**config.mk**
```make
export PLATFORM = sky130hd
export DESIGN_NAME = ivfr_input_voltage_fault_response
export DESIGN_NICKNAME = d
export VERILOG_FILES = /design/src/core/ivfr_pkg.sv /design/src/core/ivfr_input_voltage_fault_response.sv /design/src/core/ivfr_linear_fix.sv /design/src/core/ivfr_delay_timer.sv
export SDC_FILE = /design/constraint.sdc
export NUM_CORES = 1
export LEC_CHECK = 0
export ABC_AREA = 1
export BUFFER_PORTS_ARGS = -buffer_cell sky130_fd_sc_hd__buf_2
export CELL_PAD_IN_SITES_DETAIL_PLACEMENT = 0
export CELL_PAD_IN_SITES_GLOBAL_PLACEMENT = 1
export CORE_MARGIN = 4
export CORE_UTILIZATION = 30
export DETAILED_ROUTE_END_ITERATION = 10
export GPL_TIMING_DRIVEN = 0
export PLACE_DENSITY = 0.68
export SYNTH_ARGS = -nofsm -noshare
export SYNTH_HDL_FRONTEND = slang
export SYNTH_SLANG_ARGS = --single-unit
```
**constraint.sdc**
```tcl
create_clock -name mclk -period 9.47 [get_ports mclk]
set_input_delay 0 -clock mclk [delete_from_list [all_inputs] [get_ports mclk]]
set_output_delay 0 -clock mclk [all_outputs]
set_load 0.03 [all_outputs]
```
**src/core/ivfr_pkg.sv**
```systemverilog
// Constants and carrier types for the input-voltage fault response block
package ivfr_pkg;
    // ------------------------------------------------------------
    // Command codes
    // ------------------------------------------------------------
    localparam logic [7:0] CMD_IN_OV_WARN_LIMIT = 8'h57;
    localparam logic [7:0] CMD_IN_UV_WARN_LIMIT = 8'h58;
    localparam logic [7:0] CMD_IN_UV_FAULT_LIMIT = 8'h59;
    localparam logic [7:0] CMD_IN_UV_FAULT_ACTION = 8'h5A;
    // ------------------------------------------------------------
    // Reset values (limits in linear format, volts; action byte)
    // ------------------------------------------------------------
    localparam logic [15:0] RST_OV_WARN = 16'hDB20;
    localparam logic [15:0] RST_UV_WARN = 16'hD200;
    localparam logic [15:0] RST_UV_FAULT = 16'hD1C0;
    localparam logic [7:0] RST_ACTION = 8'hC0;
    // ------------------------------------------------------------
    // Fault action byte fields
    // ------------------------------------------------------------
    localparam int RESP_MSB = 7;
    localparam int RESP_LSB = 6;
    localparam int RETRY_MSB = 5;
    localparam int RETRY_LSB = 3;
    localparam int DELAY_MSB = 2;
    localparam int DELAY_LSB = 0;
    localparam logic [1:0] RESP_IGNORE = 2'h0;
    localparam logic [1:0] RESP_CONTINUE = 2'h1;
    localparam logic [1:0] RESP_DISABLE_RETRY = 2'h2;
    localparam logic [1:0] RESP_DISABLE_RESUME = 2'h3;
    localparam logic [2:0] RETRY_NONE = 3'h0;
    localparam logic [2:0] RETRY_FOREVER = 3'h7;
    // ------------------------------------------------------------
    // Linear format layout and fixed-point conversion
    // ------------------------------------------------------------
    localparam int LIN_EXP_MSB = 15;
    localparam int LIN_EXP_LSB = 11;
    localparam int LIN_MANT_MSB = 10;
    localparam int FIX_FRAC = 16;
    localparam int FIX_W = 48;
    localparam int NUM_LIMITS = 3;
    localparam int LIM_OV_WARN = 0;
    localparam int LIM_UV_WARN = 1;
    localparam int LIM_UV_FAULT = 2;
    // ------------------------------------------------------------
    // Carrier types
    // ------------------------------------------------------------
    typedef enum logic [2:0] {
        ST_OFF, ST_RUN, ST_CONTINUE, ST_RETRY_WAIT, ST_LATCHED, ST_HOLD
    } ivfr_state_e;

    typedef struct packed {
        logic [15:0] ov_warn;
        logic [15:0] uv_warn;
        logic [15:0] uv_fault;
        logic [7:0] action;
    } ivfr_regs_s;

    typedef struct packed {
        logic wr;
        logic rd;
        logic [7:0] code;
        logic [15:0] wdata;
    } ivfr_cmd_s;

    typedef struct packed {
        logic output_enable;
        logic uv_fault_flag;
        logic uv_fault_now;
        logic uv_warn;
        logic ov_warn;
        logic hrr_below;
        logic retry_active;
        logic [2:0] attempts;
    } ivfr_status_s;
endpackage

```
**src/core/ivfr_input_voltage_fault_response.sv**
```systemverilog
// Input-voltage limits, supervision and under-voltage fault response
// ------------------------------------------------------------
// ------------------------------------------------------------
`timescale 1ns/10ps
`default_nettype none
module ivfr_input_voltage_fault_response
    import ivfr_pkg::*;
(
    // Clock and reset
    input wire logic mclk,
    input wire logic rst,
    // Command port: limit and action registers by command code
    input wire ivfr_cmd_s cmd,
    output logic [15:0] rd_data,
    output logic rd_valid,
    output logic cmd_unsupported,
    // Supervision inputs
    input wire logic [15:0] vin_measured,
    input wire logic [15:0] delay_unit_cycles,
    input wire logic hybrid_ratio_regulation,
    // Power control
    input wire logic op_enable,
    input wire logic other_fault_shutdown,
    input wire logic clear_faults,
    // Status
    output ivfr_status_s status
);
    // ------------------------------------------------------------
    // State
    // ------------------------------------------------------------
    typedef struct packed {
        ivfr_regs_s regs;
        ivfr_state_e state;
        logic [2:0] attempts;
        logic tmr_start;
        logic tmr_abort;
        logic [15:0] rd_data;
        logic rd_valid;
        logic unsupported;
        ivfr_status_s status;
    } ivfr_core_s;

    ivfr_core_s r, next_r;

    // ------------------------------------------------------------
    // Limit comparison
    // ------------------------------------------------------------
    logic signed [FIX_W-1:0] vin_fix;
    logic signed [FIX_W-1:0] lim_fix [NUM_LIMITS];
    logic [15:0] lim_word [NUM_LIMITS];

    always_comb begin
        lim_word[LIM_OV_WARN] = r.regs.ov_warn;
        lim_word[LIM_UV_WARN] = r.regs.uv_warn;
        lim_word[LIM_UV_FAULT] = r.regs.uv_fault;
    end

    ivfr_linear_fix u_vin_fix (
        .lin(vin_measured),
        .fix(vin_fix)
    );

    genvar gi;
    generate
        for (gi = 0; gi < NUM_LIMITS; gi++) begin : g_lim
            // Limits held as linear words, compared after conversion
            ivfr_linear_fix u_lim_fix (
                .lin(lim_word[gi]),
                .fix(lim_fix[gi])
            );
        end
    endgenerate

    logic fault_now;
    logic uv_warn_now;
    logic ov_warn_now;

    always_comb begin
        fault_now = vin_fix < lim_fix[LIM_UV_FAULT];
        uv_warn_now = vin_fix < lim_fix[LIM_UV_WARN];
        ov_warn_now = vin_fix > lim_fix[LIM_OV_WARN];
    end

    // ------------------------------------------------------------
    // Delay timer
    // ------------------------------------------------------------
    logic tmr_done;

    ivfr_delay_timer u_timer (
        .mclk(mclk),
        .rst(rst),
        .start(r.tmr_start),
        .abort(r.tmr_abort),
        .code(r.regs.action[DELAY_MSB:DELAY_LSB]),
        .unit_cycles(delay_unit_cycles),
        .done(tmr_done)
    );

    // ------------------------------------------------------------
    // Next-state logic
    // ------------------------------------------------------------
    logic [1:0] resp;
    logic [2:0] retries;
    logic [2:0] attempts_inc;

    always_comb begin
        resp = r.regs.action[RESP_MSB:RESP_LSB];
        retries = r.regs.action[RETRY_MSB:RETRY_LSB];
        attempts_inc = r.attempts + 3'h1;
        next_r = r;
        next_r.tmr_start = 1'b0;
        next_r.tmr_abort = 1'b0;
        next_r.rd_valid = 1'b0;
        next_r.unsupported = 1'b0;

        // Command writes and reads
        if (cmd.wr) begin
            unique case (cmd.code)
                CMD_IN_OV_WARN_LIMIT: next_r.regs.ov_warn = cmd.wdata;
                CMD_IN_UV_WARN_LIMIT: next_r.regs.uv_warn = cmd.wdata;
                CMD_IN_UV_FAULT_LIMIT: next_r.regs.uv_fault = cmd.wdata;
                CMD_IN_UV_FAULT_ACTION: next_r.regs.action = cmd.wdata[7:0];
                default: next_r.unsupported = 1'b1;
            endcase
        end else if (cmd.rd) begin
            next_r.rd_valid = 1'b1;
            unique case (cmd.code)
                CMD_IN_OV_WARN_LIMIT: next_r.rd_data = r.regs.ov_warn;
                CMD_IN_UV_WARN_LIMIT: next_r.rd_data = r.regs.uv_warn;
                CMD_IN_UV_FAULT_LIMIT: next_r.rd_data = r.regs.uv_fault;
                CMD_IN_UV_FAULT_ACTION: next_r.rd_data = {8'h00, r.regs.action};
                default: begin
                    next_r.rd_data = 16'h0000;
                    next_r.unsupported = 1'b1;
                end
            endcase
        end

        // Response state machine
        if (!op_enable || other_fault_shutdown) begin
            // Command off or another fault ends any retry sequence
            next_r.state = ST_OFF;
            next_r.status.output_enable = 1'b0;
            next_r.tmr_abort = 1'b1;
            next_r.attempts = 3'h0;
        end else begin
            unique case (r.state)
                ST_OFF: begin
                    next_r.state = ST_RUN;
                    next_r.status.output_enable = 1'b1;
                end
                ST_RUN: begin
                    if (fault_now) begin
                        next_r.attempts = 3'h0;
                        unique case (resp)
                            RESP_IGNORE: next_r.state = ST_RUN;
                            RESP_CONTINUE: begin
                                // Keep running while the delay elapses
                                next_r.state = ST_CONTINUE;
                                next_r.tmr_start = 1'b1;
                            end
                            RESP_DISABLE_RETRY: begin
                                next_r.status.output_enable = 1'b0;
                                if (retries == RETRY_NONE) begin
                                    next_r.state = ST_LATCHED;
                                end else begin
                                    next_r.state = ST_RETRY_WAIT;
                                    next_r.tmr_start = 1'b1;
                                end
                            end
                            RESP_DISABLE_RESUME: begin
                                next_r.status.output_enable = 1'b0;
                                next_r.state = ST_HOLD;
                            end
                        endcase
                    end
                end
                ST_CONTINUE: begin
                    if (!fault_now) begin
                        next_r.state = ST_RUN;
                        next_r.tmr_abort = 1'b1;
                    end else if (tmr_done) begin
                        // Fault outlived the delay: shut down, follow retries
                        next_r.status.output_enable = 1'b0;
                        if (retries == RETRY_NONE) begin
                            next_r.state = ST_LATCHED;
                        end else begin
                            next_r.state = ST_RETRY_WAIT;
                            next_r.tmr_start = 1'b1;
                        end
                    end
                end
                ST_RETRY_WAIT: begin
                    if (tmr_done) begin
                        // An attempt fails when the input is still low
                        if (!fault_now) begin
                            next_r.state = ST_RUN;
                            next_r.status.output_enable = 1'b1;
                        end else if (retries == RETRY_FOREVER) begin
                            next_r.tmr_start = 1'b1;
                        end else if (attempts_inc < retries) begin
                            next_r.attempts = attempts_inc;
                            next_r.tmr_start = 1'b1;
                        end else begin
                            next_r.attempts = attempts_inc;
                            next_r.state = ST_LATCHED;
                        end
                    end
                end
                ST_HOLD: begin
                    if (!fault_now) begin
                        next_r.state = ST_RUN;
                        next_r.status.output_enable = 1'b1;
                    end
                end
                ST_LATCHED: begin
                    if (clear_faults) begin
                        next_r.state = ST_RUN;
                        next_r.status.output_enable = 1'b1;
                        next_r.attempts = 3'h0;
                    end
                end
                default: begin
                    next_r.state = ST_OFF;
                    next_r.status.output_enable = 1'b0;
                end
            endcase
        end

        // Sticky fault flag: a new fault wins over a clear
        if (fault_now) begin
            next_r.status.uv_fault_flag = 1'b1;
        end else if (clear_faults) begin
            next_r.status.uv_fault_flag = 1'b0;
        end
        next_r.status.uv_fault_now = fault_now;
        next_r.status.uv_warn = uv_warn_now;
        next_r.status.ov_warn = ov_warn_now;
        // Same comparison feeds the hybrid-ratio threshold when enabled
        next_r.status.hrr_below = hybrid_ratio_regulation && uv_warn_now;
        next_r.status.retry_active = (next_r.state == ST_RETRY_WAIT);
        next_r.status.attempts = next_r.attempts;
    end

    // ------------------------------------------------------------
    // Registers
    // ------------------------------------------------------------
    always_ff @(posedge mclk or posedge rst) begin
        if (rst) begin
            r <= '0;
            r.regs.ov_warn <= RST_OV_WARN;
            r.regs.uv_warn <= RST_UV_WARN;
            r.regs.uv_fault <= RST_UV_FAULT;
            r.regs.action <= RST_ACTION;
            r.state <= ST_OFF;
        end else begin
            r <= next_r;
        end
    end

    assign rd_data = r.rd_data;
    assign rd_valid = r.rd_valid;
    assign cmd_unsupported = r.unsupported;
    assign status = r.status;
endmodule
`default_nettype wire

```
**src/core/ivfr_linear_fix.sv**
```systemverilog
// Linear-format word to signed fixed-point value, for limit comparison
`timescale 1ns/10ps
`default_nettype none
module ivfr_linear_fix
    import ivfr_pkg::*;
(
    // Linear word in
    input wire logic [15:0] lin,
    // Fixed-point out, FIX_FRAC fractional bits
    output logic signed [FIX_W-1:0] fix
);
    logic signed [4:0] exp_s;
    logic signed [10:0] mant_s;
    logic [5:0] shift;

    always_comb begin
        exp_s = signed'(lin[LIN_EXP_MSB:LIN_EXP_LSB]);
        mant_s = signed'(lin[LIN_MANT_MSB:0]);
        // Exponent -16..15 maps onto a left shift of 0..31
        shift = 6'(signed'(exp_s) + 6'sd16);
        fix = FIX_W'(signed'(mant_s)) <<< shift;
    end
endmodule
`default_nettype wire

```
**src/core/ivfr_delay_timer.sv**
```systemverilog
// Scaled delay timer: 2**code time units, each unit_cycles clocks long
`timescale 1ns/10ps
`default_nettype none
module ivfr_delay_timer
    import ivfr_pkg::*;
(
    // Clock and reset
    input wire logic mclk,
    input wire logic rst,
    // Control
    input wire logic start,
    input wire logic abort,
    input wire logic [2:0] code,
    input wire logic [15:0] unit_cycles,
    // Result
    output logic done
);
    typedef struct packed {
        logic busy;
        logic done;
        logic [15:0] cnt;
        logic [7:0] units_left;
    } ivfr_tmr_s;

    ivfr_tmr_s r, next_r;
    logic [15:0] reload;

    always_comb begin
        // A zero unit length would stall; treat it as one clock
        reload = (unit_cycles == 16'h0000) ? 16'h0000 : unit_cycles - 16'h0001;
        next_r = r;
        next_r.done = 1'b0;
        if (abort) begin
            next_r.busy = 1'b0;
        end else if (start) begin
            next_r.busy = 1'b1;
            next_r.cnt = reload;
            next_r.units_left = 8'h01 << code;
        end else if (r.busy) begin
            if (r.cnt != 16'h0000) begin
                next_r.cnt = r.cnt - 16'h0001;
            end else if (r.units_left == 8'h01) begin
                next_r.busy = 1'b0;
                next_r.done = 1'b1;
            end else begin
                next_r.units_left = r.units_left - 8'h01;
                next_r.cnt = reload;
            end
        end
    end

    always_ff @(posedge mclk or posedge rst) begin
        if (rst) begin
            r <= '0;
        end else begin
            r <= next_r;
        end
    end

    assign done = r.done;
endmodule
`default_nettype wire

```
* Word-level counts from Yosys, hierarchy flattened
Cells that the tools add are included.
Word-level totals: register bits 115, input bits 64, output and inout bits 28, word-level logic and storage cells 143
Operators by class: add/subtract/negate cells 8, magnitude comparators 4, equality and inequality tests 26, shift-type cells 5, mux-type cells 54, bitwise logic cells 2, reductions and logical operators 22
Operators by type and width (count):
- <<< shifter 11 x 6 -> 48 bit | 4
- less-than comparator 48 bit | 2
- case mux 16 bit (4 select lines) | 1
- greater-than comparator 48 bit | 1
- 2-to-1 mux 24 bit | 2
- == test 8 x 7 -> 1 bit (second input constant) | 4
- 2-to-1 mux 16 bit | 2
- subtractor 16 x 1 -> 16 bit (second input constant) | 2
- 2-to-1 mux 26 bit | 1
- 2-to-1 mux 1 bit | 25
- 2-to-1 mux 25 bit | 1
- adder 5 x 6 -> 6 bit (second input constant) | 4
- 2-to-1 mux 3 bit | 6
- 2-to-1 mux 6 bit | 3
- != test 3 bit (second input constant) | 6
- case mux 3 bit (6 select lines) | 1
- logical NOT 16 bit | 1
- nonzero test 16 bit | 1
- 2-to-1 mux 7 bit | 2
- case mux 3 bit (4 select lines) | 1
- AND reduction 6 bit | 2
- AND reduction 2 bit | 5
- == test 3 x 2 -> 1 bit (second input constant) | 3
- == test 3 bit (second input constant) | 3
- other kinds (29) | 38

* Longest topological paths before layout
Gate-level depths: netlist (run 1).
depth after elaboration 9, gate-level depth with buffers 28, mapped depth without buffers 28

* Hierarchy
Synthesis (run 1) repeated with hierarchy kept, for this count alone.
Second synthesis, totals: cells, all modules 2411, area total of the unflattened synthesis 14764.2 µm²
By module, submodules not included:
- ivfr_input_voltage_fault_response | times used 1, cells each 1077, area each 8025.2 µm², sequential area each 2250.9 µm²
- ivfr_linear_fix | times used 4, cells each 242, area each 1091.0 µm², sequential area each 0.0 µm²
- ivfr_delay_timer | times used 1, cells each 366, area each 2374.8 µm², sequential area each 650.6 µm²

* Worst setup path before layout (run 1)
OpenSTA, ideal clock, no wires.
path kind flip-flop to flip-flop, start point register r (netlist bit lim_word[12]), end point register r[33] (netlist bit), library setup time 0.124 ns, data arrival time 3.151 ns, required time 9.346 ns, slack 6.195 ns, stages on the path, launching flop included 23, buffers on the path 2, period minus slack after synthesis 3.275 ns, path through dfstp_2 > buf_2 > inv_2 > clkbuf_1 > nand2_1 > o21ai_0 > o21ai_0 > o21ai_0 > o21ai_0 > inv_1 > ha_1 > a21oi_1 > nor2_1 > a211oi_1 > o211ai_1 > a21oi_1 > nand3_2 > nand2_4 > inv_2 > nand2_2 > nand3_1 > nor2_1 > nor2_1
RTL lines:
- start: declaration | line ivfr_input_voltage_fault_response.sv:43 | ivfr_core_s r, next_r;
- start signal: assignment | line ivfr_input_voltage_fault_response.sv:257 | r <= next_r;

==> results_dict.tcl, run 1 <==
set metrics [dict create \
    antenna_found_initial 0 \
    synthCells 1892 \
    maxCapViolations 0 \
    grt.busiest_layer "met2" \
    cts_tree "yes" \
    clock_latency_ns 0.42 \
    ys_types 57 \
    hold_viol_final 0 \
    tns_ns 0 \
    grt_use_met1_pct 27.77 \
    vias_per_cell 5.245 \
    cp.required_ns 9.77 \
    placed_cells 2514 \
    crit_family "compound AO/OA/AOI/OAI gates" \
    hold_class "in2reg" \
    yosysTopAreaCell "dfrtp_1" \
    grtUsageMet2_pct 33.03 \
    ys_seq_area_share_pct 23.41 \
    yosys_register_bits 115 \
    first_iter_violations 1055 \
    vias 13490 \
    cts_resized 0 \
    status "finished, final reports clean" \
    drv_slew 0 \
    critPathCaptureType "flop" \
    grt_first_pass_wirelength_mm 71.50 \
    synth_flop_cell "dfrtp_1" \
    fmax_ghz 0.2407 \
    finalCritPeriodShare_pct 43.87 \
    synth_commonest_cells "441 x nand2_1, 323 x o21ai_0, 190 x inv_1" \
    htreeDepth 4 \
    dr.pass1.iters 6 \
    dp_hpwl_mm 37.33 \
    yosysTopAreaCellShare_pct 19.38 \
    path_class "reg2reg" \
    ys_warn_count 0 \
    globalRouteOverflowTotal 0 \
    hold_buffers 25 \
    drive_above_1_share_pct 10.99 \
    relSlewSlack_pct 6.871 \
    tightest_slew_ns 1.382 \
    clockRootBuffer "clkbuf_16" \
    instances_no_fill 2571 \
    drt_wl_total_mm 45.39 \
    clock_path_buffers 2 \
    max_stage_delay_ns 0.36 \
    final_net_count 2227 \
    ant_nets 0 \
    synth-edff-count 0 \
    grt_pass1_vias 12860 \
    use_met3_pct 3.505 \
    grt_start_max_net_pins 60 \
    finalSetupViolations 0 \
    clkTransAtPathRegs_ns 0.06 \
    crit_buf_inv 3 \
    synth_nets 2093 \
    cp_cell_sequence "clkbuf_1, clkbuf_1, o21ai_0, o21ai_0, o21ai_0, o21ai_0, o21bai_1, ha_1, a21oi_1, o21ai_1, nand2_1, o211ai_1, nand2_1, o211ai_1, a21oi_1, nand3_2, nand2_4, inv_2, nand2_2, nand3_1, nor2_1, nor2_1" \
    p_leak_nw 6.732 \
    synth_most_common_cell "nand2_1" \
    synth_area_sq_um 12400 \
    rsz0062_at_grt "false" \
    slowest_stage "o21ai_0" \
    grt_usage_pct 20.14 \
    io_pins 92 \
    synthTopCellsByArea "dfrtp_1 19%, ha_1 14%, nand2_1 13%" \
    start_util_pct 30.36 \
    cts.sinks 115 \
    cts_buffers 17 \
    post_cts.repair.setup_buffers 0 \
    fp.dieW_um 211.3 \
    gp_congestion 1.004 \
    place.port_buffers 89 \
    drc 0 \
    arrival_ns 4.46 \
    period_minus_slack_ns 4.155 \
    timing.final.ws_setup_ns 5.315 \
    dieArea_sq_um 44640 \
    cp_common_cell "o21ai_0" \
    finalClockSkew_ns 0.01281 \
    rows 74 \
    setup.worst_path.start_class "flop" \
    wire_per_inst_um 17.65 \
    area_growth_pct 16.13 \
    antenna_cells 0 \
    dp_slack_ns 5.146 \
    peakVddDrop_mv 0.1058 \
    synth-async-reset-ratio_pct 100.0 \
    dieHeight_um 211.3 \
    core_sq_um 40830 \
    crit_fanout 10 \
    power.total_w 0.001721 \
    p_per_area_nw_per_um2 119.5 \
    avgSynthCellArea_sq_um 6.552 \
]
placed cells by master (no fill, tap or decap), types with 4 or more instances in the layout:
cell             n
dfstp_2         19
a31oi_1          4
xnor2_1          4
ha_1           137
nand4_1         25
dfrtp_1         96
a211oi_1        10
xor2_1           7
a221oi_1         8
o22ai_1         21
buf_1            7
a22o_1           4
inv_2            6
nand3_1         70
a21oi_1        127
o21ai_0        323
dlygate4sd3_1   25
clkbuf_16       17
nand2_1        441
nor2_1         141
or2_2           27
buf_2           94
nand2_2          4
mux2i_1         27
buf_4           26
clkbuf_1        69
o211ai_1         9
inv_6           10
o21bai_1         4
o21ai_1          6
inv_1          189
nor4_1           7
nor3_1          25
cell families after synthesis:
logic type | share of synthesized area [%]
buffers and inverters | 10.15
muxes | 2.180
adders and majority gates | 13.83
xor gates and xnor gates | 0.7771
AOI/OAI and AO/OA | 23.78
and+or+nand+nor | 25.88
DFF | 23.41
worst register-to-register path: cells and delay by family (launching register included):
family                   cells  cell delay, ns
AO/OA/AOI/OAI               10            1.92
AND/OR/NAND/NOR              8            0.84
adder cells (fa/ha/maj)      1            0.31
buffers and inverters        3            0.65
flip-flops                   1            0.32
per-stage QoR:
| step | utilization (%) | area (sq um) | hold slack [ns] |
|---|---|---|---|
| CTS | 35.26 | 14400 | 0.006399 |
| detailed placement | 33.16 | 13540 | 0.1014 |
| finish | 35.26 | 14400 | 0.02548 |
| floorplan | - | 12400 | 0.07719 |
| global placement | 33.08 | 13510 | 0.2131 |
| global route | 35.26 | 14400 | 0.02885 |
report_power, final:
group / internal (W) / switching, W
Sequential: 0.000512 / 0.0000151
Combinational: 0.000176 / 0.000348
Clock: 0.000400 / 0.000270
Total: 0.00109 / 0.000633
final timing paths:
path	startpoint	end	slack (ns)	depth (start not counted)
min in group asynchronous	rst	cmd_unsupported	0.19	3
worst min-delay path	delay_unit_cycles[10]	u_timer.r[18]	0.03	4
worst max-delay path	lim_word[11]	r[33]	5.32	22
worst min register to register	r[28]	u_timer.done	0.48	1
worst max register to register	lim_word[11]	r[33]	5.32	22
max in group asynchronous	rst	r[43]	8.53	4
registers in the layout (all words and copies together) (netlist names):
register         count
u_timer.done         1
status              10
u_timer.r           25
rd_data             16
lim_word            48
r                   13
cmd_unsupported      1
rd_valid             1
per-layer routing:
layer / vias to the layer above / share of wire (%)
met5: - / 0
met4: 0 / 2.0
met3: 82 / 6.3
met2: 431 / 46
met1: 6285 / 46
li1: 6687 / -
layout make-up:
| type | count | area (sq um) |
|---|---|---|
| Tap cell | 532 | 665.6 |
| Buffer | 107 | 505.5 |
| Clock inverter | 15 | 180.2 |
| Timing Repair Buffer | 115 | 723.2 |
| Sequential cell | 115 | 2902 |
| Clock buffer | 17 | 425.4 |
| Fill cell | 4433 | 26440 |
| Multi-Input combinational cell | 1470 | 8237 |
| Inverter | 200 | 758.2 |
No activity file was read; power rests on OpenSTA's default activity.
==> inputs of run 2 (changes only) <==
--- a/config.mk
+++ b/config.mk
@@ -13,7 +13,7 @@
 export CORE_UTILIZATION = 30
 export DETAILED_ROUTE_END_ITERATION = 10
 export GPL_TIMING_DRIVEN = 0
-export PLACE_DENSITY = 0.68
+export PLACE_DENSITY = 0.7
 export SYNTH_ARGS = -nofsm -noshare
 export SYNTH_HDL_FRONTEND = slang
 export SYNTH_SLANG_ARGS = --single-unit
==> constraint.sdc (replaced) <==
create_clock -name mclk -period 3.4 [get_ports mclk]
set_input_delay 0 -clock mclk [delete_from_list [all_inputs] [get_ports mclk]]
set_output_delay 0 -clock mclk [all_outputs]
set_load 0.03 [all_outputs]
==> run 2 against run 1 <==
Effect of this change: critical endpoint is now status[3]; largest power group unchanged; highest routed layer unchanged; clock-buffer cell count is the same; cell count grew 1.4%; the flow now finishes with violations (setup timing); via count grew 1.5%; power grew to 3.0 times the previous value; non-clock buffer count grew 36; sequential share of layout area shrank 1.6 points; combinational power grew to 3.3 times the previous value.
==> results_dict.tcl, run 2 (synthesis gave the netlist of run 1 again) <==
set metrics [dict create \
    wire_per_inst_um 17.63 \
    drive_above_1_share_pct 21.54 \
    largest_reg_flops 48 \
    drt_wl_total_mm 45.99 \
    maxCapViolations 0 \
    place.port_buffers 89 \
    vias 13680 \
    htreeDepth 4 \
    fmax_ghz 0.2897 \
    grt_pass1_vias 13030 \
    finalClockSkew_ns 0.01166 \
    dieArea_sq_um 44640 \
    fp.dieW_um 211.3 \
    final_common_cell "nand2_1" \
    status "finished, violations left" \
    peakVddDrop_mv 0.2908 \
    cts_tree "yes" \
    start_util_pct 30.36 \
    grt_first_pass_wirelength_mm 71.02 \
    p_leak_nw 7.190 \
    io_pins 92 \
    cp.required_ns 3.75 \
    power.share.sequential_pct 29.0 \
    power.total_w 0.005101 \
    violations "setup timing" \
    drv_slew 0 \
    ant_nets 0 \
    cts_buffers 17 \
    swShare_pct 37.49 \
    layout_common_cells "419 x nand2_1, 189 x o21ai_0, 181 x inv_1, 130 x ha_1, 128 x nor2_1" \
    hold_class "in2reg" \
    dieHeight_um 211.3 \
    area_growth_pct 26.43 \
    arrival_ns 3.80 \
    netSwitchingPower_w 0.001912 \
    vias_per_cell 5.247 \
    multiInputGateArea_sq_um 9074 \
    finalSetupViolations 6 \
    clockRootBuffer "clkbuf_16" \
    final_net_count 2263 \
    rsz0062_at_grt "true" \
    period_minus_slack_ns 3.452 \
    p_per_area_nw_per_um2 325.4 \
    clkTransAtPathRegs_ns 0.06 \
    finalCritPeriodShare_pct 101.5 \
    clock_path_buffers 2 \
    cts.sinks 115 \
    crit_fanout 6 \
    dp_hpwl_mm 36.53 \
    grt_usage_pct 19.99 \
    path_class "reg2reg" \
    regArea_sq_um 2907 \
    globalRouteOverflowTotal 0 \
    drc 0 \
    pwr-share-clk_pct 36.7 \
    fillers 4347 \
    clock_latency_ns 0.42 \
    tns_ns -0.1795 \
    antenna_found_initial 1 \
    p_int_w 0.003188 \
    hold_viol_final 0 \
    core_sq_um 40830 \
    combPwrFrac_pct 34.4 \
    tightest_slew_ns 0.7901 \
    timing.final.ws_setup_ns -0.05220 \
    relSlewSlack_pct 47.13 \
    dr.pass1.iters 5 \
    rows 74 \
    setup.worst_path.start_class "flop" \
    gp_congestion 0.9955 \
    critPathCaptureType "flop" \
    first_iter_violations 1065 \
    grt_start_max_net_pins 60 \
]
## run 2: changes by cell type in the layout (fill, tap and decap cells not counted), sizes merged
cell | before | now
dlygate4sd3 | 25 | 24
buf | 128 | 171
diode | 0 | 1
clkbuf | 86 | 80
inv | 209 | 208
clkinvlp | 1 | 2
## run 2: path summary, 6_finish.rpt
kind / to / depth (start not counted) / start / slack [ns]
max in group asynchronous: r[43] / 4 / rst / 2.44
worst min register to register: lim_word[38] / 2 / lim_word[38] / 0.49
worst max-delay path: status[3] / 23 / lim_word[11] / -0.05
min in group asynchronous: cmd_unsupported / 3 / rst / 0.23
worst max register to register: status[3] / 23 / lim_word[11] / -0.05
worst min-delay path: u_timer.r[23] / 6 / delay_unit_cycles[15] / 0.03
## run 2: layer usage
layer	part of all wire, %	global-route usage [%]	wire (um)	vias up
met3	4.9	2.258	2247	58
met5	0	0	0	-
met4	1.6	3.957	740	0
met1	47	28.12	21410	6473
met2	47	33.38	21590	371
li1	-	-	-	6781
## run 2: cell type report
cell class / count / share of cell area, %
timing repair buffer: 156 / 6.777
antenna: 1 / 0.01597
tap: 532 / 4.247
clock inverter: 15 / 1.165
sequential: 115 / 18.54
clock buffer: 17 / 2.714
inverter: 200 / 4.925
buffer: 102 / 3.720
multi-input combinational: 1470 / 57.89
## run 2: power groups by stage
stage / registers, W / clock network (W) / logic, W
2_1_floorplan: 0.00148 / 0 / 0.000959
3_3_place_gp: 0.00149 / 0 / 0.00139
3_5_place_dp: 0.00149 / 0 / 0.00141
4_1_cts: 0.00147 / 0.00190 / 0.00154
5_1_grt: 0.00148 / 0.00196 / 0.00195
6_report: 0.00148 / 0.00187 / 0.00175
## run 2: critical path, cell delays in order, from the launching register on
cell and delay (ns):
dfrtp_2 0.49, buf_8 0.16, nand2_2 0.06, o21ai_2 0.07
o21ai_1 0.22, a21oi_1 0.17, nand2_1 0.10, o21ai_2 0.07
o21ai_1 0.14, inv_1 0.09, ha_4 0.28, nand4_1 0.14
nor3_2 0.25, nand2_1 0.08, o211ai_1 0.19, a21oi_4 0.12
nand2_2 0.11, nand2_4 0.08, nand2_8 0.10, buf_6 0.11
nand2_4 0.04, a21oi_4 0.15, nand2_1 0.06, nor2_1 0.09
## run 2: what timing repair did
item / 4_1_cts / 5_1_grt
resized for setup: 165 / 232
setup buffers: 22 / 15
hold buffers: 24 / 0
cloned: 3 / 2
hold endpoints to repair: 98 / 0
pin swaps: 24 / 77
setup endpoints to repair: 15 / 15
## run 2: metrics by stage
stage / instance area [sq um] / cells / util, % / hold slack, ns / worst slack (ns)
CTS: 14840 / 2593 / 36.35 / 0.01093 / 0.006364
global placement: 13510 / 2513 / 33.08 / 0.2117 / -1.157
floorplan: 12400 / 1892 / - / 0.07719 / 0.1248
detailed placement: 13540 / 2514 / 33.16 / 0.1082 / -0.9397
finish: 15670 / 2608 / 38.39 / 0.02520 / -0.05220
global route: 15670 / 2607 / 38.38 / 0.04213 / -0.2594
